## src/mon_pkg.sv

```systemverilog
// Package with register map, field layout and carrier types for the monitor
package mon_pkg;

  localparam logic [7:0] MON_ADDR_DIE_TEMP = 8'h06;
  localparam logic [7:0] MON_ADDR_CURRENT = 8'h07;
  localparam logic [7:0] MON_ADDR_POWER = 8'h08;
  localparam logic [7:0] MON_ADDR_DIAG = 8'h0b;

  localparam int MON_ADDR_W = 8;
  localparam int MON_REG_W = 16;
  localparam int MON_RDATA_W = 24;
  localparam int MON_TEMP_W = 12;
  localparam int MON_TEMP_LSB = 4;
  localparam int MON_POWER_W = 24;
  localparam int MON_BUS_W = 15;
  localparam int MON_LIM_W = 6;

  // Diagnostic and alert register bit positions
  localparam int MON_BIT_HOLD = 15;
  localparam int MON_BIT_RDY_ALERT = 14;
  localparam int MON_BIT_AVG_CMP = 13;
  localparam int MON_BIT_POL = 12;
  localparam int MON_BIT_OVF = 9;
  localparam int MON_BIT_LIM_HI = 7;
  localparam int MON_BIT_LIM_LO = 2;
  localparam int MON_BIT_DONE = 1;
  localparam int MON_BIT_TRIM = 0;

  // Limit vector order, index into bits 7 to 2
  localparam int MON_LIM_TEMP = 5;
  localparam int MON_LIM_SHUNT_OV = 4;
  localparam int MON_LIM_SHUNT_UN = 3;
  localparam int MON_LIM_BUS_OV = 2;
  localparam int MON_LIM_BUS_UN = 1;
  localparam int MON_LIM_POWER = 0;

  localparam logic [15:0] MON_DIAG_RESET = 16'h0001;
  localparam logic [11:0] MON_TEMP_RESET = 12'h000;
  localparam logic [15:0] MON_CURRENT_RESET = 16'h0000;
  localparam logic [23:0] MON_POWER_RESET = 24'h000000;

  typedef struct packed {
    logic [11:0] temp;
    logic [15:0] current;
    logic [23:0] power;
    logic [15:0] shunt;
    logic [15:0] bus;
  } mon_meas_t;

  typedef struct packed {
    logic [11:0] temp_hi;
    logic [15:0] shunt_hi;
    logic [15:0] shunt_lo;
    logic [14:0] bus_hi;
    logic [14:0] bus_lo;
    logic [23:0] power_hi;
  } mon_limits_t;

  typedef struct packed {
    logic hold_mode;
    logic ready_on_alert;
    logic compare_avg;
    logic polarity;
  } mon_cfg_t;

endpackage : mon_pkg

```

## src/mon_limit_cmp.sv

```systemverilog
// Limit comparators for temperature, shunt, bus and power results
`timescale 1ns/1ps
`default_nettype none
module mon_limit_cmp
  import mon_pkg::*;
(
  input wire mon_pkg::mon_meas_t meas,
  input wire mon_pkg::mon_limits_t lim,
  output logic [mon_pkg::MON_LIM_W-1:0] viol
);

  function automatic logic sgt16(input logic [15:0] a, input logic [15:0] b);
    sgt16 = $signed(a) > $signed(b);
  endfunction : sgt16

  always_comb begin
    viol = '0;
    // Same two's complement field on both sides, sign extended
    viol[MON_LIM_TEMP] = sgt16({{4{meas.temp[11]}}, meas.temp},
                               {{4{lim.temp_hi[11]}}, lim.temp_hi});
    viol[MON_LIM_SHUNT_OV] = sgt16(meas.shunt, lim.shunt_hi);
    viol[MON_LIM_SHUNT_UN] = sgt16(lim.shunt_lo, meas.shunt);
    // Bus result is never negative, so the low 15 bits suffice
    viol[MON_LIM_BUS_OV] = meas.bus[14:0] > lim.bus_hi;
    viol[MON_LIM_BUS_UN] = meas.bus[14:0] < lim.bus_lo;
    viol[MON_LIM_POWER] = meas.power > lim.power_hi;
  end

endmodule : mon_limit_cmp
`default_nettype wire

```

## src/mon_results_alert.sv

```systemverilog
// Result registers, diagnostic flags and alert pin of the power monitor
`timescale 1ns/1ps
`default_nettype none
module mon_results_alert
  import mon_pkg::*;
(
  input wire logic clk,
  input wire logic rst,
  input wire logic [mon_pkg::MON_ADDR_W-1:0] reg_addr,
  input wire logic reg_rd,
  input wire logic reg_wr,
  input wire logic [mon_pkg::MON_REG_W-1:0] reg_wdata,
  output logic [mon_pkg::MON_RDATA_W-1:0] reg_rdata,
  output logic reg_rvalid,
  input wire mon_pkg::mon_meas_t meas,
  input wire logic raw_valid,
  input wire logic avg_valid,
  input wire logic conv_start,
  input wire logic overflow_event,
  input wire logic trim_error,
  input wire mon_pkg::mon_limits_t limits,
  output logic alert_out,
  output logic alert_oe,
  output logic [mon_pkg::MON_REG_W-1:0] diag_value
);

  logic [MON_TEMP_W-1:0] temp_q;
  logic [15:0] current_q;
  logic [MON_POWER_W-1:0] power_q;
  mon_cfg_t cfg_q;
  logic [MON_LIM_W-1:0] lim_flags_q;
  logic ovf_q;
  logic done_q;
  logic trim_ok_q;
  logic [MON_LIM_W-1:0] viol;
  logic eval;
  logic diag_rd;
  logic diag_wr;
  logic [MON_REG_W-1:0] diag_word;
  logic alert_active;

  mon_limit_cmp u_cmp (
    .meas(meas),
    .lim(limits),
    .viol(viol)
  );

  function automatic logic addr_is(input logic [MON_ADDR_W-1:0] a,
                                   input logic [MON_ADDR_W-1:0] b);
    addr_is = a == b;
  endfunction : addr_is

  assign diag_rd = reg_rd && addr_is(reg_addr, MON_ADDR_DIAG);
  assign diag_wr = reg_wr && addr_is(reg_addr, MON_ADDR_DIAG);

  // Raw samples arrive often; averaged compare delays alerts until done
  assign eval = cfg_q.compare_avg ? avg_valid : raw_valid;

  // Results are taken only from completed conversions
  always_ff @(posedge clk or posedge rst) begin
    if (rst) begin
      temp_q <= MON_TEMP_RESET;
      current_q <= MON_CURRENT_RESET;
      power_q <= MON_POWER_RESET;
    end else if (avg_valid) begin
      temp_q <= meas.temp;
      current_q <= meas.current;
      power_q <= meas.power;
    end
  end

  // Configuration bits 15 to 12 of the diagnostic register
  always_ff @(posedge clk or posedge rst) begin
    if (rst) begin
      cfg_q.hold_mode <= MON_DIAG_RESET[MON_BIT_HOLD];
      cfg_q.ready_on_alert <= MON_DIAG_RESET[MON_BIT_RDY_ALERT];
      cfg_q.compare_avg <= MON_DIAG_RESET[MON_BIT_AVG_CMP];
      cfg_q.polarity <= MON_DIAG_RESET[MON_BIT_POL];
    end else if (diag_wr) begin
      cfg_q.hold_mode <= reg_wdata[MON_BIT_HOLD];
      cfg_q.ready_on_alert <= reg_wdata[MON_BIT_RDY_ALERT];
      cfg_q.compare_avg <= reg_wdata[MON_BIT_AVG_CMP];
      cfg_q.polarity <= reg_wdata[MON_BIT_POL];
    end
  end

  // Limit flags; a fault seen in the cycle of a clearing read survives
  always_ff @(posedge clk or posedge rst) begin
    if (rst) begin
      lim_flags_q <= MON_DIAG_RESET[MON_BIT_LIM_HI:MON_BIT_LIM_LO];
    end else if (cfg_q.hold_mode) begin
      if (eval) begin
        lim_flags_q <= (diag_rd ? '0 : lim_flags_q) | viol;
      end else if (diag_rd) begin
        lim_flags_q <= '0;
      end
    end else if (eval) begin
      lim_flags_q <= viol;
    end
  end

  // Overflow flag: no software clear, only a new conversion clears it
  always_ff @(posedge clk or posedge rst) begin
    if (rst) begin
      ovf_q <= MON_DIAG_RESET[MON_BIT_OVF];
    end else if (overflow_event) begin
      ovf_q <= 1'b1;
    end else if (conv_start) begin
      ovf_q <= 1'b0;
    end
  end

  // Conversion done flag; completion wins over any clear
  always_ff @(posedge clk or posedge rst) begin
    if (rst) begin
      done_q <= MON_DIAG_RESET[MON_BIT_DONE];
    end else if (avg_valid) begin
      done_q <= 1'b1;
    end else if (conv_start || (cfg_q.hold_mode && diag_rd)) begin
      done_q <= 1'b0;
    end
  end

  // Trim status: an error forces zero over a software write
  always_ff @(posedge clk or posedge rst) begin
    if (rst) begin
      trim_ok_q <= MON_DIAG_RESET[MON_BIT_TRIM];
    end else if (trim_error) begin
      trim_ok_q <= 1'b0;
    end else if (diag_wr) begin
      trim_ok_q <= reg_wdata[MON_BIT_TRIM];
    end
  end

  always_comb begin
    diag_word = '0;
    diag_word[MON_BIT_HOLD] = cfg_q.hold_mode;
    diag_word[MON_BIT_RDY_ALERT] = cfg_q.ready_on_alert;
    diag_word[MON_BIT_AVG_CMP] = cfg_q.compare_avg;
    diag_word[MON_BIT_POL] = cfg_q.polarity;
    diag_word[MON_BIT_OVF] = ovf_q;
    diag_word[MON_BIT_LIM_HI:MON_BIT_LIM_LO] = lim_flags_q;
    diag_word[MON_BIT_DONE] = done_q;
    diag_word[MON_BIT_TRIM] = trim_ok_q;
  end

  // Read port; unmapped addresses answer zero
  always_ff @(posedge clk or posedge rst) begin
    if (rst) begin
      reg_rdata <= '0;
      reg_rvalid <= 1'b0;
    end else begin
      reg_rvalid <= reg_rd;
      if (reg_rd) begin
        unique case (reg_addr)
          MON_ADDR_DIE_TEMP:
            reg_rdata <= {8'h00, temp_q, 4'h0};
          MON_ADDR_CURRENT: reg_rdata <= {8'h00, current_q};
          MON_ADDR_POWER: reg_rdata <= power_q;
          MON_ADDR_DIAG: reg_rdata <= {8'h00, diag_word};
          default: reg_rdata <= '0;
        endcase
      end
    end
  end

  assign alert_active = (|lim_flags_q)
                        || (cfg_q.ready_on_alert && done_q);

  // Open-drain pin: only ever pulls low, polarity picks when
  always_ff @(posedge clk or posedge rst) begin
    if (rst) begin
      alert_out <= 1'b0;
      alert_oe <= 1'b0;
      diag_value <= MON_DIAG_RESET;
    end else begin
      alert_out <= 1'b0;
      alert_oe <= alert_active ^ cfg_q.polarity;
      diag_value <= diag_word;
    end
  end

endmodule : mon_results_alert
`default_nettype wire

```

## config.mk

```make
export PLATFORM = sky130hd
export DESIGN_NAME = mon_results_alert
export DESIGN_NICKNAME = d
export VERILOG_FILES = /design/src/mon_pkg.sv /design/src/mon_limit_cmp.sv /design/src/mon_results_alert.sv
export SDC_FILE = /design/constraint.sdc
export NUM_CORES = 1
export LEC_CHECK = 0
export ABC_CLOCK_PERIOD_IN_PS = 3600
export BUFFER_PORTS_ARGS = -buffer_cell sky130_fd_sc_hd__buf_2
export CORE_MARGIN = 3
export CORE_UTILIZATION = 50
export CTS_CLUSTER_DIAMETER = 80
export DETAILED_ROUTE_END_ITERATION = 10
export PLACE_DENSITY = 0.82
export SLEW_MARGIN = 5
export SYNTH_ARGS = -nofsm -noshare
export SYNTH_HDL_FRONTEND = slang
export SYNTH_SLANG_ARGS = --single-unit
```

## constraint.sdc

```tcl
create_clock -name clk -period 3.6 [get_ports clk]
set_input_delay 0.18 -clock clk [delete_from_list [all_inputs] [get_ports clk]]
set_output_delay 0.18 -clock clk [all_outputs]
set_load 0.03 [all_outputs]
```

==> flow_summary.yaml <==
run_status:
  status: "finished clean"
worst_setup_path:
  setup.worst_path.start_class: "flop"
  worstReg2RegStart: "lim_flags_q[2]"
  worstSetupPathType: "reg2reg"
  rrSetupSlack_ps: 1580
  path_cells: "or4_1 > a2111oi_0 > xnor2_1"
  critPathMaxStageDelay_ps: 730
  path_buf_inv: 0
  cp_slowest_cell: "a2111oi_0"
  worstReg2RegEnd: "alert_oe"
  crit_arrival_ps: 2280
  cp_top_family: "compound AO/OA/AOI/OAI gates"
  required_ps: 3860
  endpoint_kind: "flop"
  path_max_fanout: 5
  r2r_cells: 3
die:
  rows: 41
  coreArea_mm2: 0.01272
  die_y_um: 120.6
  ios: 258
  start_util_pct: 51.64
  die_area_mm2: 0.01455
  chipWidth_um: 120.6
clock_network:
  clock_latency_ps: 340
  clkSinkCount: 104
  cts_made_buffers: 9
  cts_resized: 0
  cts_hold_buffers: 1
  clk_path_buf_depth: 2
  postCtsSetupBuffers: 0
  clk_pin_slew_ps: 70
  htree_levels: 3
  cts_tree: "yes"
  cts_root_buf: "clkbuf_16"
timing:
  skew_ps: 3.668
  totalNegativeSetupSlack_ps: 0
  tightest_slew_ps: 823.0
  finalCritPeriodShare_pct: 56.00
  setup_viol: 0
  max_clock_freq_ghz: 0.4961
  rsz0062_at_grt: "no"
  slew_headroom_pct: 45.13
  finalHoldViolations: 0
  period_needed_ps: 2016
  drv_slew: 0
route:
  ant_nets: 0
  wire_per_inst_um: 15.91
  drc: 0
  firstDrtPassIters: 7
  dr_total_vias: 5644
  vias_per_cell: 5.265
  drt_wl_total_mm: 17.06
  drtIter0Drc: 302
logic_synthesis:
  synthXorXnorAreaFrac_pct: 0.2666
  synth_edf_count: 0
  synthArstFlopShare_pct: 100.0
  synth_flop_cell: "dfrtp_1"
  synth_simple_gate_area_share_pct: 7.751
  syn_area_per_cell_um2: 10.09
  synth_common_cells: "inv_1 (129), dfrtp_1 (102), ha_1 (97)"
  synth-adder-area-share_pct: 18.47
  synth.mux.area_fraction_pct: 10.25
  ys_warn_count: 0
  syn-cell-area_mm2: 0.006570
  ys_top_cells_by_area: "dfrtp_1 (39%), ha_1 (18%), mux2_2 (9.9%), inv_1 (7.4%), a21oi_1 (2.8%)"
  synth_top_family_by_area: "adder cells"
  ys_ff_latch: 104
  synth.distinct_cells: 45
  synth_most_common_cell: "inv_1"
  synth-seq-area-share_pct: 39.65
  synth_top_area_share_pct: 38.85
  synth.largest_area_cell: "dfrtp_1"
  synthCells: 651
  synth_compound_area_share_pct: 14.74
layout:
  fin_cells: 1072
  nNetsFinal: 1207
  fillers: 1048
  drive_above_1_share_pct: 36.78
  antenna_cells: 0
  layout-area-overhead-vs-synth_pct: 25.73
global_routing:
  grt_pass1_wl_mm: 26.58
  globalRouteOverflowTotal: 0
  grt_max_degree: 69
  grt_pass1_vias: 5511
  grt_util_all_layers_pct: 22.93
  grt_antenna_before_repair: 0
power:
  ir_drop_mv: 0.2316
  powerDensity_mw_per_mm2: 340.0
  p_leak_uw: 0.004500
hold_path:
  hp-class: "in2async"
place:
  place_hpwl_mm: 13.71
  dp.cells: 1055
  gp_congestion: 0.8705
  portBuffers: 241
run:
  cap_violations: 0
## area by class of cell
| class | count | area [µm²] | share of cell area, % |
|---|---|---|---|
| clock inverters | 7 | 55.05 | 0.6665 |
| well taps | 172 | 215.2 | 2.605 |
| repair buffers | 250 | 1276 | 15.45 |
| inverters | 129 | 486.7 | 5.892 |
| clock buffers | 9 | 225.2 | 2.726 |
| flip-flops and latches | 104 | 2605 | 31.54 |
| multi-input cells | 401 | 3397 | 41.12 |
## power breakdown
part           switching (µW)  internal (µW)
registers                56.7           1250
logic                     299            272
clock network             449            477
total                     805           2000
## worst max path at each step
stage                               from        endpoint  slack [ps]  depth (start not counted)
after floorplan                      rst        alert_oe         690                          1
after global placement       reg_addr[5]  lim_flags_q[2]        1440                          8
after detailed placement     reg_addr[5]  lim_flags_q[2]        1420                          8
after CTS                 lim_flags_q[2]        alert_oe        1580                          3
after global routing      lim_flags_q[2]        alert_oe        1510                          3
final                     lim_flags_q[2]        alert_oe        1580                          3
## flip-flops by register name, summed over array words and instances, names as in the netlist
| name | cells |
|---|---|
| cfg_q | 4 |
| lim_flags_q | 6 |
| power_q | 24 |
| temp_q | 12 |
| diag_value | 13 |
| alert_oe | 1 |
| done_q | 1 |
| reg_rdata | 24 |
| current_q | 16 |
| ovf_q | 1 |
| reg_rvalid | 1 |
| trim_ok_q | 1 |
## metrics by stage
step / util (%) / instance area (µm²) / hold slack, ps / setup WS [ps] / total power (µW)
global route: 64.93 / 8260 / 38.73 / 1512 / 2952
floorplan: - / 6581 / 209.4 / 691.1 / 1663
global placement: 62.65 / 7970 / 309.3 / 1440 / 1884
detailed placement: 62.65 / 7970 / 303.8 / 1416 / 1905
CTS: 64.93 / 8260 / 27.04 / 1581 / 2823
finish: 64.93 / 8260 / 4.563 / 1584 / 2808
## metal layers
layer  GRT usage, %  vias to the layer above  part of all wire, %
met3          4.584                       19                  7.1
met4          5.878                        0                  1.4
met1          29.43                     2647                   43
li1               -                     2775                    -
met5              0                        -                    0
met2          39.71                      203                   49
## cell usage in the layout (no fill, tap or decap), types with 5 or more instances in the layout
| cell | count |
|---|---|
| buf_2 | 241 |
| inv_1 | 128 |
| dfrtp_1 | 102 |
| ha_1 | 97 |
| mux2_2 | 58 |
| a21oi_1 | 37 |
| o21ai_0 | 35 |
| a22o_1 | 21 |
| nand3_1 | 20 |
| nand2_1 | 19 |
| nand4_1 | 17 |
| a21o_1 | 14 |
| nor2_1 | 9 |
| clkbuf_16 | 9 |
| buf_4 | 8 |
| a222oi_1 | 7 |
| o22ai_1 | 7 |
| nor3_1 | 5 |
| nor2b_1 | 5 |
## cells by family after synthesis
family	after synthesis
AO/OA/AOI/OAI	147
XOR/XNOR	2
AND/OR/NAND/NOR	91
flip-flops	104
adder cells (fa/ha/maj)	97
other	1
multiplexers	60
buffers and inverters	149
Power figures use the tool's default switching activity.
